===== config.mk =====
export PLATFORM = sky130hd
export DESIGN_NAME = hpfs_pin_mux
export DESIGN_NICKNAME = d
export VERILOG_FILES = /design/src/hdl/hpfs_pkg.sv /design/src/hdl/hpfs_pin_mux.sv /design/src/hdl/hpfs_gpio_bit.sv
export VERILOG_INCLUDE_DIRS = /design/src /design/src/hdl
export SDC_FILE = /design/constraint.sdc
export NUM_CORES = 1
export LEC_CHECK = 0
export ABC_AREA = 1
export ABC_CLOCK_PERIOD_IN_PS = 1400
export BUFFER_PORTS_ARGS = -buffer_cell sky130_fd_sc_hd__buf_2
export CAP_MARGIN = 10
export CORE_ASPECT_RATIO = 0.8
export CORE_MARGIN = 1.5
export CORE_UTILIZATION = 54
export CTS_CLUSTER_DIAMETER = 120
export DETAILED_ROUTE_END_ITERATION = 10
export PLACE_DENSITY = 0.78
export SLEW_MARGIN = 20
export SYNTH_ARGS = -nofsm -noshare
export SYNTH_HDL_FRONTEND = slang
export SYNTH_SLANG_ARGS = --single-unit

===== constraint.sdc =====
create_clock -name clk -period 1.4 [get_ports clk]
set_input_delay 0.14 -clock clk [delete_from_list [all_inputs] [get_ports clk]]
set_output_delay 0.14 -clock clk [all_outputs]
set_load 0.005 [all_outputs]

===== src/hdl/hpfs_consts.svh =====
// Offsets, field positions and reset values for the host port pin mux
`ifndef HPFS_CONSTS_SVH
`define HPFS_CONSTS_SVH

`define HPFS_NUM_PINS        10
`define HPFS_ADDR_W          4
`define HPFS_DATA_W          16

`define HPFS_REG_CTRL        4'h0
`define HPFS_REG_GPIO_EN     4'h1
`define HPFS_REG_GPIO_DIR    4'h2
`define HPFS_REG_GPIO_OUT    4'h3
`define HPFS_REG_GPIO_IN     4'h4
`define HPFS_REG_HOST_ADDR   4'h5
`define HPFS_REG_HOST_DOUT   4'h6
`define HPFS_REG_HOST_DIN    4'h7

`define HPFS_CTRL_HOST_SEL   0
`define HPFS_CTRL_MUXED      1
`define HPFS_CTRL_STB_HIGH   2
`define HPFS_CTRL_DATA_OE    3

`define HPFS_CTRL_RESET      16'h0000
`define HPFS_GPIO_EN_RESET   16'h0000
`define HPFS_GPIO_DIR_RESET  16'h0000
`define HPFS_GPIO_OUT_RESET  16'h0000

`endif


===== src/hdl/hpfs_pkg.sv =====
// Types shared by the host port pin mux files
package hpfs_pkg;
  typedef enum logic [1:0] {
    HPFS_MODE_GPIO,
    HPFS_MODE_HOST_PLAIN,
    HPFS_MODE_HOST_MUXED
  } hpfs_mode_t;
endpackage


===== src/hdl/hpfs_pin_mux.sv =====
// Host port pin-function select for the data lines and two shared address pins
// Operation
// RULE_01: The device offers an eight-bit parallel data port a host bus can attach to directly.
// RULE_02: Host function in plain bus style makes eight pins host data bits zero to seven.
// RULE_03: Host function in muxed bus style makes those pins shared address/data bits 0 to 7.
// RULE_04: In general-purpose use, bits zero to seven are each input, output or disconnected.
// RULE_05: After reset every pin is general-purpose and disconnected.
// RULE_06: Plain bus style with host function makes the first shared pin address bit zero.
// RULE_07: Muxed bus style makes the first shared pin an address strobe of set polarity.
// RULE_08: After reset the address strobe is taken as active low.
// RULE_09: Plain bus style with host function makes the second shared pin address bit one.
// RULE_10: Muxed bus style with host function makes the second shared pin address bit eight.
// RULE_11: In general-purpose use the two shared pins are port bits eight and nine.
// RULE_12: A disconnected pin never drives and its input level is ignored.
`timescale 1ns/1ps
`default_nettype none
`include "hpfs_consts.svh"
module hpfs_pin_mux (
  input  wire logic        clk,
  input  wire logic        rstn,
  input  wire logic [3:0]  addr,
  input  wire logic [15:0] wdata,
  input  wire logic        wr,
  input  wire logic        rd,
  output logic      [15:0] rdata,
  input  wire logic [9:0]  pin_in,
  output logic      [9:0]  pin_out,
  output logic      [9:0]  pin_oe,
  output logic             host_addr_latch_strobe,
  output logic      [7:0]  host_rx_data,
  output logic             host_rx_valid
);
  logic [15:0]      ctrl;
  logic [9:0]       gpio_en;
  logic [9:0]       gpio_dir;
  logic [9:0]       gpio_out;
  logic [7:0]       host_tx_data;
  logic [9:0]       gpio_in;
  logic [9:0]       gpio_drv_oe;
  logic [9:0]       gpio_drv_val;
  logic             host_function_select;
  logic             muxed;
  logic             stb_high;
  logic             gpio_mode;
  logic             strobe_now;
  logic             strobe_prev;
  logic             host_addr_line_zero;
  logic             host_addr_line_one;
  logic             host_addr_line_eight;
  logic             wr_ctrl;
  logic             wr_gpio_en;
  logic             wr_gpio_dir;
  logic             wr_gpio_out;
  logic             wr_host_dout;
  logic             strobe_lead;
  logic             host_active;
  logic [7:0]       host_data_in;
  logic             host_shared_first;
  logic             host_shared_second;
  logic [15:0]      next_rdata;
  hpfs_pkg::hpfs_mode_t mode;

  function automatic logic is_reg(input logic [3:0] a, input logic [3:0] r);
    is_reg = (a == r);
  endfunction

  assign host_function_select = ctrl[`HPFS_CTRL_HOST_SEL];
  assign muxed                = ctrl[`HPFS_CTRL_MUXED];
  assign stb_high             = ctrl[`HPFS_CTRL_STB_HIGH];
  assign gpio_mode            = !host_function_select;

  always_comb begin
    if (!host_function_select) begin
      mode = hpfs_pkg::HPFS_MODE_GPIO;
    end else if (muxed) begin
      mode = hpfs_pkg::HPFS_MODE_HOST_MUXED;
    end else begin
      mode = hpfs_pkg::HPFS_MODE_HOST_PLAIN;
    end
  end

  // Host roles own the pins only while the host function is selected
  assign host_active = (mode != hpfs_pkg::HPFS_MODE_GPIO);

  // Host-side views of the pins: zero in general-purpose use, so a pin that is
  // disconnected or serving as a port bit never reaches the host capture logic
  assign host_data_in       = host_active ? pin_in[7:0] : 8'h00; // RULE_12
  assign host_shared_first  = host_active ? pin_in[8] : 1'b0;
  assign host_shared_second = host_active ? pin_in[9] : 1'b0;

  // One-hot write selects; an unmapped index selects nothing and the write is lost
  assign wr_ctrl      = wr && is_reg(addr, `HPFS_REG_CTRL);
  assign wr_gpio_en   = wr && is_reg(addr, `HPFS_REG_GPIO_EN);
  assign wr_gpio_dir  = wr && is_reg(addr, `HPFS_REG_GPIO_DIR);
  assign wr_gpio_out  = wr && is_reg(addr, `HPFS_REG_GPIO_OUT);
  assign wr_host_dout = wr && is_reg(addr, `HPFS_REG_HOST_DOUT);

  // Mode control resets to general-purpose use with the strobe active low
  always_ff @(posedge clk or negedge rstn) begin
    if (!rstn) begin
      ctrl <= `HPFS_CTRL_RESET; // RULE_05 RULE_08
    end else if (wr_ctrl) begin
      ctrl <= {12'h000, wdata[3:0]};
    end
  end

  // Every port bit comes out of reset disconnected
  always_ff @(posedge clk or negedge rstn) begin
    if (!rstn) begin
      gpio_en <= 10'(`HPFS_GPIO_EN_RESET); // RULE_05
    end else if (wr_gpio_en) begin
      gpio_en <= wdata[9:0]; // RULE_04 RULE_11
    end
  end

  always_ff @(posedge clk or negedge rstn) begin
    if (!rstn) begin
      gpio_dir <= 10'(`HPFS_GPIO_DIR_RESET);
    end else if (wr_gpio_dir) begin
      gpio_dir <= wdata[9:0];
    end
  end

  always_ff @(posedge clk or negedge rstn) begin
    if (!rstn) begin
      gpio_out <= 10'(`HPFS_GPIO_OUT_RESET);
    end else if (wr_gpio_out) begin
      gpio_out <= wdata[9:0];
    end
  end

  // Host transmit byte; it reaches the pins only while the host data drive bit is set
  always_ff @(posedge clk or negedge rstn) begin
    if (!rstn) begin
      host_tx_data <= 8'h00;
    end else if (wr_host_dout) begin
      host_tx_data <= wdata[7:0];
    end
  end

  genvar g;
  generate
    for (g = 0; g < `HPFS_NUM_PINS; g++) begin : gen_bit
      hpfs_gpio_bit u_bit (
        .clk       (clk),
        .rstn      (rstn),
        .gpio_mode (gpio_mode),
        .enable    (gpio_en[g]),
        .dir_out   (gpio_dir[g]),
        .out_val   (gpio_out[g]),
        .pin_in    (pin_in[g]),
        .drive_oe  (gpio_drv_oe[g]),
        .drive_val (gpio_drv_val[g]),
        .in_val    (gpio_in[g])
      );
    end
  endgenerate

  // Pin drivers: shared pins 8 and 9 are inputs only in host function
  always_comb begin
    pin_oe  = 10'h000;
    pin_out = 10'h000;
    unique case (mode)
      hpfs_pkg::HPFS_MODE_GPIO: begin
        pin_oe  = gpio_drv_oe; // RULE_04 RULE_11
        pin_out = gpio_drv_val;
      end
      hpfs_pkg::HPFS_MODE_HOST_PLAIN,
      hpfs_pkg::HPFS_MODE_HOST_MUXED: begin
        pin_oe[7:0]  = {8{ctrl[`HPFS_CTRL_DATA_OE]}}; // RULE_01 RULE_02 RULE_03
        pin_out[7:0] = host_tx_data;
      end
    endcase
  end

  // Strobe polarity applied before use; pin is taken as already synchronous
  assign strobe_now = (mode == hpfs_pkg::HPFS_MODE_HOST_MUXED) &&
                      (host_shared_first == stb_high); // RULE_07 RULE_08
  assign host_addr_latch_strobe = strobe_now;

  always_ff @(posedge clk or negedge rstn) begin
    if (!rstn) begin
      strobe_prev <= 1'b0;
    end else begin
      strobe_prev <= strobe_now;
    end
  end

  // Leading edge of the strobe starts one address phase
  assign strobe_lead = strobe_now && !strobe_prev;

  // Plain style: the two shared pins are the low address bits, taken every cycle
  always_ff @(posedge clk or negedge rstn) begin
    if (!rstn) begin
      host_addr_line_zero <= 1'b0;
      host_addr_line_one  <= 1'b0;
    end else if (mode == hpfs_pkg::HPFS_MODE_HOST_PLAIN) begin
      host_addr_line_zero <= host_shared_first; // RULE_06
      host_addr_line_one  <= host_shared_second; // RULE_09
    end
  end

  // Muxed style: the second shared pin is address bit eight, held from strobe to strobe
  always_ff @(posedge clk or negedge rstn) begin
    if (!rstn) begin
      host_addr_line_eight <= 1'b0;
    end else if (strobe_lead) begin
      host_addr_line_eight <= host_shared_second; // RULE_10
    end
  end

  // Captured byte: every cycle in plain style, at the strobe's leading edge in muxed
  // style (the address phase), cleared in general-purpose use
  always_ff @(posedge clk or negedge rstn) begin
    if (!rstn) begin
      host_rx_data <= 8'h00;
    end else begin
      unique case (mode)
        hpfs_pkg::HPFS_MODE_HOST_PLAIN: begin
          host_rx_data <= host_data_in; // RULE_02
        end
        hpfs_pkg::HPFS_MODE_HOST_MUXED: begin
          if (strobe_lead) begin
            host_rx_data <= host_data_in; // RULE_03
          end
        end
        hpfs_pkg::HPFS_MODE_GPIO: begin
          host_rx_data <= 8'h00; // RULE_12
        end
      endcase
    end
  end

  // Valid: a level in plain style while the data lines are inputs, a one-cycle pulse
  // after each strobe leading edge in muxed style
  always_ff @(posedge clk or negedge rstn) begin
    if (!rstn) begin
      host_rx_valid <= 1'b0;
    end else begin
      unique case (mode)
        hpfs_pkg::HPFS_MODE_HOST_PLAIN: begin
          host_rx_valid <= !ctrl[`HPFS_CTRL_DATA_OE];
        end
        hpfs_pkg::HPFS_MODE_HOST_MUXED: begin
          host_rx_valid <= strobe_lead;
        end
        hpfs_pkg::HPFS_MODE_GPIO: begin
          host_rx_valid <= 1'b0;
        end
      endcase
    end
  end

  always_comb begin
    next_rdata = 16'h0000;
    if (is_reg(addr, `HPFS_REG_CTRL)) begin
      next_rdata = ctrl;
    end else if (is_reg(addr, `HPFS_REG_GPIO_EN)) begin
      next_rdata = {6'h00, gpio_en};
    end else if (is_reg(addr, `HPFS_REG_GPIO_DIR)) begin
      next_rdata = {6'h00, gpio_dir};
    end else if (is_reg(addr, `HPFS_REG_GPIO_OUT)) begin
      next_rdata = {6'h00, gpio_out};
    end else if (is_reg(addr, `HPFS_REG_GPIO_IN)) begin
      next_rdata = {6'h00, gpio_in}; // RULE_12
    end else if (is_reg(addr, `HPFS_REG_HOST_ADDR)) begin
      next_rdata = {13'h0000, host_addr_line_eight, host_addr_line_one, host_addr_line_zero};
    end else if (is_reg(addr, `HPFS_REG_HOST_DOUT)) begin
      next_rdata = {8'h00, host_tx_data};
    end else if (is_reg(addr, `HPFS_REG_HOST_DIN)) begin
      next_rdata = {8'h00, host_rx_data};
    end
  end

  // Read data valid only in the cycle after the read strobe
  always_ff @(posedge clk or negedge rstn) begin
    if (!rstn) begin
      rdata <= 16'h0000;
    end else if (rd) begin
      rdata <= next_rdata;
    end else begin
      rdata <= 16'h0000;
    end
  end
endmodule
`default_nettype wire


===== src/hdl/hpfs_gpio_bit.sv =====
// One general-purpose port bit: disconnected, input or output
`timescale 1ns/1ps
`default_nettype none
module hpfs_gpio_bit (
  input  wire logic clk,
  input  wire logic rstn,
  input  wire logic gpio_mode,
  input  wire logic enable,
  input  wire logic dir_out,
  input  wire logic out_val,
  input  wire logic pin_in,
  output logic      drive_oe,
  output logic      drive_val,
  output logic      in_val
);
  // Disconnected bit never drives and never lets the pin level in
  assign drive_oe  = gpio_mode & enable & dir_out; // RULE_04 RULE_12
  assign drive_val = out_val;

  always_ff @(posedge clk or negedge rstn) begin
    if (!rstn) begin
      in_val <= 1'b0;
    end else if (gpio_mode && enable && !dir_out) begin // RULE_12
      in_val <= pin_in;
    end else begin
      in_val <= 1'b0;
    end
  end
endmodule
`default_nettype wire


==> results_dict.tcl, run 1 <==
set metrics [dict create \
    pwr-share-clk_pct 29.1 \
    first_iter_violations 323 \
    yosys-top-cells-area "dfrtp_1, nand2_1, o21ai_0, o21ai_1, nand3_1" \
    area.growth.synth_to_final_pct 22.04 \
    wl_per_cell_um 15.64 \
    pre_cts_ws_ns 0.03792 \
    grt_pass1_wl_um 14480 \
    finalSetupTns_ns -1.000 \
    end_kind "primary output" \
    ys_types 28 \
    rsz0062_at_grt "yes" \
    insertion_delay_ns 0.35 \
    violations "DRC, setup timing" \
    hp-class "input port to flop" \
    dieHeight_um 75.44 \
    clkTransAtPathRegs_ns 0.08 \
    critPathLaunch "ctrl[0]" \
    yosysWarnings 0 \
    num_rows 26 \
    seq_power_share_pct 47.6 \
    ant_nets 0 \
    drt-vias-per-instance 5.371 \
    syn_area_per_cell_um2 8.050 \
    dieArea_um2 7057 \
    cts-buffers-inserted 9 \
    yosys.area.top_type "dfrtp_1" \
    netlist_area_um2 3542 \
    cts_sinks 75 \
    vias 3271 \
    ys_ff_latch 75 \
    drive_gt1_share_pct 26.67 \
    final_nets 554 \
    ios 80 \
    maxCapViolations 0 \
    yosysSeqAreaShare_pct 52.98 \
    total_power_w 0.005926 \
    cts-root-buf "clkbuf_8" \
    setup.worst_path.start_class "flop" \
    r2r_slack_ns 0.08 \
    r2r_cells 7 \
    r2r_end "host_addr_line_eight" \
    max_freq_mhz 660.2 \
    grt_usage_pct 27.75 \
    die_w_um 93.55 \
    synth_top_area_share_pct 52.98 \
    first_pass_iters 8 \
    utilization_pct 67.80 \
    crit_fanout 7 \
    antenna_found_initial 0 \
    cts_tree "yes" \
    min_period_ns 1.515 \
    worst_slack_ns -0.1147 \
    first_global_vias 2883 \
    cts_max_level 3 \
    finClkSkew_ns 0.009300 \
    cp_data_required_time_ns 1.26 \
    vdd_drop_max_mv 0.7340 \
    grt_max_degree 76 \
    gp_congestion 0.9689 \
    period_share_pct 108.2 \
    cp-endpoint "pin_oe[9]" \
    drv_slew 0 \
    drc_errors 1 \
    setup_viol 16 \
    status "finished, violations left" \
    wirelength_um 9526 \
    p_leak_nw 2.271 \
    p_comb_share_pct 23.3 \
    hold_slack_ns 0.02598 \
    clockBufferDepth 2 \
    antenna_cells 0 \
    io_buffers 67 \
    start_util_pct 55.55 \
    syn_inst 440 \
    cp_data_arrival_time_ns 1.37 \
    p_sw_share_pct 32.14 \
    hold_viol 0 \
    switching_power_w 0.001905 \
    cellPowerDensity_nw_per_um2 1371 \
    r2r-start "ctrl[0]" \
    hpwlAfterDp_um 6788 \
    grt_remaining_overflow 0 \
    coreArea_um2 6376 \
    path_class "flop to primary output" \
    p_int_w 0.004022 \
]
## worst max-delay path, stage by stage (launching register included)
cell,delay [ns]
dfrtp_2,0.45
inv_2,0.09
buf_6,0.14
nand2_1,0.07
nor2_1,0.13
buf_2,0.14
## cells in the final DEF, fill, tap and decap left out, types with 2 or more instances in the layout
cell type and instances:
a21oi_1 5, a21oi_2 3, buf_12 2, buf_2 67, buf_4 14, buf_6 2, clkbuf_1 2, clkbuf_8 11
conb_1 6, dfrtp_1 74, inv_1 40, inv_2 10, nand2_1 104, nand2_2 7, nand2_4 4, nand3_1 32
nor2_1 26, nor2_2 5, nor3_1 6, o21ai_0 30, o21ai_1 51, o21ai_2 7, o22ai_1 2, or2_0 3
## per-layer routing
metal	part of all wire, %	global-route usage, %	up-vias
li1	-	-	1563
met2	43	39.45	179
met3	8.7	6.387	20
met1	46	42.26	1509
met5	0	0	-
met4	1.8	8.955	0
## worst min path at each step
stage / from / slack (ns) / to / depth (start not counted)
finish: pin_in[7] / 0.03 / gen_bit[7].u_bit.in_val / 3
global route: pin_in[6] / 0.02 / gen_bit[6].u_bit.in_val / 3
CTS: pin_in[7] / 0.02 / gen_bit[7].u_bit.in_val / 3
detailed placement: rstn / 0.20 / gpio_dir[4] / 2
global placement: rstn / 0.20 / gpio_dir[6] / 2
floorplan: rstn / -0.16 / ctrl[0] / 0
## stage by stage
step / std cells / cell area [um^2]
after detailed placement: 589 / 4003
after global routing: 609 / 4323
after global placement: 589 / 4003
after CTS: 608 / 4270
after floorplan: 445 / 3561
final: 609 / 4323
## power by group through the flow
stage / Clock, W / Combinational, W / Sequential, W
4_1_cts: 0.00174 / 0.00131 / 0.00279
2_1_floorplan: 0 / 0.000714 / 0.00275
6_report: 0.00173 / 0.00138 / 0.00282
3_3_place_gp: 0 / 0.00120 / 0.00281
3_5_place_dp: 0 / 0.00123 / 0.00283
5_1_grt: 0.00183 / 0.00154 / 0.00286
## area by class of cell
cell class              count  area (um^2)
flip-flops and latches     75         1878
well taps                  84        105.1
multi-input cells         297         1419
repair buffers             87        528.0
fillers                   558         2053
clock inverters             3        46.29
inverters                  50        187.7
clock buffers              13        158.9
## kinds of logic (layout without fill, tap and decap cells)
| kind of cell | Yosys count | count (layout) | synth area share [%] |
|---|---|---|---|
| compound gates | 99 | 99 | 14.45 |
| xor+xnor | 1 | 1 | 0.2473 |
| buf+inv | 73 | 153 | 9.361 |
| flops | 75 | 75 | 52.98 |
| other cells | 1 | 6 | 0.1059 |
| simple gates | 191 | 191 | 22.85 |
## state kept, by name, summed over array words and instances, names as in the netlist
register	cells
gpio_dir	10
host_addr_line_eight	1
ctrl	4
host_addr_line_zero	1
gen_bit.u_bit.in_val	10
gpio_out	10
rdata	10
host_rx_data	8
gpio_en	10
host_tx_data	8
strobe_prev	1
host_rx_valid	1
host_addr_line_one	1
## cell usage after synthesis (all sizes together)
cell type / count
nand2: 115
o21ai: 88
dfrtp: 75
inv: 50
nand3: 32
nor2: 32
buf: 21
a21oi: 8
nor3: 6
or2: 4
clkbuf: 2
o22ai: 2
and2: 1
conb: 1
nand4: 1
o31ai: 1
xnor2: 1
## timing repair
item	in CTS	in global routing
setup endpoints to repair	17	30
gates resized for setup	25	15
endpoints found under the hold margin	75	0
hold buffers	1	0
setup buffers	2	1
pin swaps	1	4
Power figures use the tool's default switching activity.
==> run 2: changes to the inputs <==
--- a/config.mk
+++ b/config.mk
@@ -12,9 +12,10 @@
 export CAP_MARGIN = 10
 export CORE_ASPECT_RATIO = 0.8
-export CORE_MARGIN = 1.5
+export CORE_MARGIN = 2
 export CORE_UTILIZATION = 54
 export CTS_CLUSTER_DIAMETER = 120
 export DETAILED_ROUTE_END_ITERATION = 10
 export PLACE_DENSITY = 0.78
+export RECOVER_POWER = 100
 export SLEW_MARGIN = 20
 export SYNTH_ARGS = -nofsm -noshare
==> constraint.sdc (replaced) <==
create_clock -name clk -period 1.4 [get_ports clk]
set_input_delay 0.14 -clock clk [delete_from_list [all_inputs] [get_ports clk]]
set_output_delay 0.14 -clock clk [all_outputs]
set_load 0.01 [all_outputs]
==> results_dict.tcl, run 2 (same netlist as run 1, synthesis figures left out) <==
set metrics [dict create \
    grt_max_degree 76 \
    cts_tree "yes" \
    coreArea_um2 6376 \
    ios 80 \
    io_buffers 67 \
    maxCapViolations 0 \
    p_comb_share_pct 24.8 \
    finClkSkew_ns 0.007188 \
    wirelength_um 9681 \
    setup.worst_path.start_class "flop" \
    switching_power_w 0.001964 \
    worst_slack_ns -0.1098 \
    placed_cells 589 \
    path_class "flop to primary output" \
    first_pass_iters 5 \
    drc_errors 0 \
    p_leak_nw 2.254 \
    rsz0062_at_grt "yes" \
    min_period_ns 1.510 \
    pwr-share-clk_pct 26.3 \
    pre_cts_ws_ns 0.01989 \
    cp_data_arrival_time_ns 1.37 \
    crit_path_top_delay_cell "dfrtp_2" \
    first_global_vias 3002 \
    num_rows 26 \
    p_sw_share_pct 33.97 \
    status "finished, violations left" \
    drive_gt1_share_pct 26.19 \
    insertion_delay_ns 0.35 \
    period_share_pct 107.8 \
    slew_headroom_pct 36.57 \
    layout_commonest_cell "nand2_1" \
    seq_power_share_pct 48.9 \
    layout_common_cells "nand2_1, dfrtp_1, buf_2" \
    grt_pass1_wl_um 15400 \
    crit_fanout 8 \
    hpwlAfterDp_um 6822 \
    die_w_um 94.55 \
    final_nets 556 \
    hp-class "input port to flop" \
    crit_path_max_incr_delay_ns 0.44 \
    finalSetupTns_ns -0.9550 \
    cts-root-buf "clkbuf_8" \
    cp_data_required_time_ns 1.26 \
    worst_pin_slew_ns 0.9514 \
    drv_slew 0 \
    max_freq_mhz 662.3 \
    path_buf_inv 3 \
    dieArea_um2 7227 \
    clkTransAtPathRegs_ns 0.08 \
    start_util_pct 55.55 \
    cts_max_level 3 \
    cts_sinks 75 \
    antenna_found_initial 0 \
    r2r_slack_ns 0.11 \
    antenna_cells 0 \
    setup_viol 18 \
    end_kind "primary output" \
    cts-buffers-inserted 9 \
    vias 3350 \
    grt_remaining_overflow 0 \
    gp_congestion 0.9244 \
    ant_nets 0 \
    violations "setup timing" \
    final_cells 611 \
    area.growth.synth_to_final_pct 20.24 \
    dieHeight_um 76.44 \
    wl_per_cell_um 15.84 \
    p_int_w 0.003818 \
    cellPowerDensity_nw_per_um2 1357 \
    hold_viol 0 \
    cp_cell_sequence "inv_2 > buf_6 > nand2_2 > o21ai_1 > buf_2" \
    clockBufferDepth 2 \
    grt_usage_pct 28.17 \
    vdd_drop_max_mv 0.6531 \
    first_iter_violations 327 \
    critPathTopFamily "flip-flops" \
    fillCellCount 543 \
    drt-vias-per-instance 5.483 \
    hold_slack_ns 0.01745 \
]
[run 2: cell count changes in the layout (fill, tap and decap cells not counted), moves of 2 or more]
cell,delta
nor2_1,+2
clkinv_2,+2
nand2_1,+2
o21ai_1,-6
o21ai_0,+7
nor2_2,-2
buf_12,-2
buf_4,+4
[run 2: power groups by stage]
stage / registers (W) / clock network, W / logic, W
4_1_cts: 0.00281 / 0.00154 / 0.00140
2_1_floorplan: 0.00277 / 0 / 0.000769
3_5_place_dp: 0.00283 / 0 / 0.00130
6_report: 0.00283 / 0.00152 / 0.00143
3_3_place_gp: 0.00281 / 0 / 0.00127
5_1_grt: 0.00286 / 0.00163 / 0.00159
[run 2: tightest hold or removal path, delay by kind of cell]
| kind | cells | cell delay (ns) |
|---|---|---|
| and+or+nand+nor | 2 | 0.09 |
| buffers and inverters | 1 | 0.11 |
[run 2: metrics by stage]
step	cell area [um^2]	utilization (%)	total power [W]
4_1_cts	4247	66.60	0.005750
5_1_grt	4259	66.80	0.006080
6_report	4259	66.80	0.005781
3_3_place_gp	3990	62.58	0.004085
3_5_place_dp	3990	62.58	0.004134
2_1_floorplan	3561	-	0.003537
[run 2: routing by layer]
layer  share of wire, %  GRT usage, %  routed length [um]
met2                 43         38.36                4180
met5                  0             0                   0
met4                2.2         10.14                 213
met3                9.5         7.517                 918
met1                 45         43.13                4369
[run 2: final timing paths]
check / cells past startpoint / from / to
max in group asynchronous: 3 / rstn / ctrl[0]
min in group asynchronous: 3 / rstn / gpio_en[4]
max: 5 / ctrl[0] / pin_oe[4]
max reg2reg: 7 / ctrl[0] / host_rx_data[4]
min reg2reg: 2 / host_addr_line_zero / host_addr_line_zero
min: 3 / pin_in[7] / gen_bit[7].u_bit.in_val
[run 2: timing repair]
| action | in CTS | in global routing |
|---|---|---|
| setup buffers | 2 | 3 |
| cloned | 1 | 0 |
| hold endpoints to repair | 75 | 0 |
| pin swaps | 2 | 1 |
| hold buffers | 1 | 0 |
| resized for setup | 30 | 6 |
| endpoints found under the setup margin | 19 | 28 |
[run 2: final cells by class]
class | instances | area, um^2 | share of cell area (%)
well taps | 84 | 105.1 | 2.468
repair buffers | 89 | 508.0 | 11.93
clock inverters | 4 | 25.02 | 0.5875
clock buffers | 12 | 155.1 | 3.643
multi-input cells | 297 | 1400 | 32.87
inverters | 50 | 187.7 | 4.407
flip-flops and latches | 75 | 1878 | 44.10
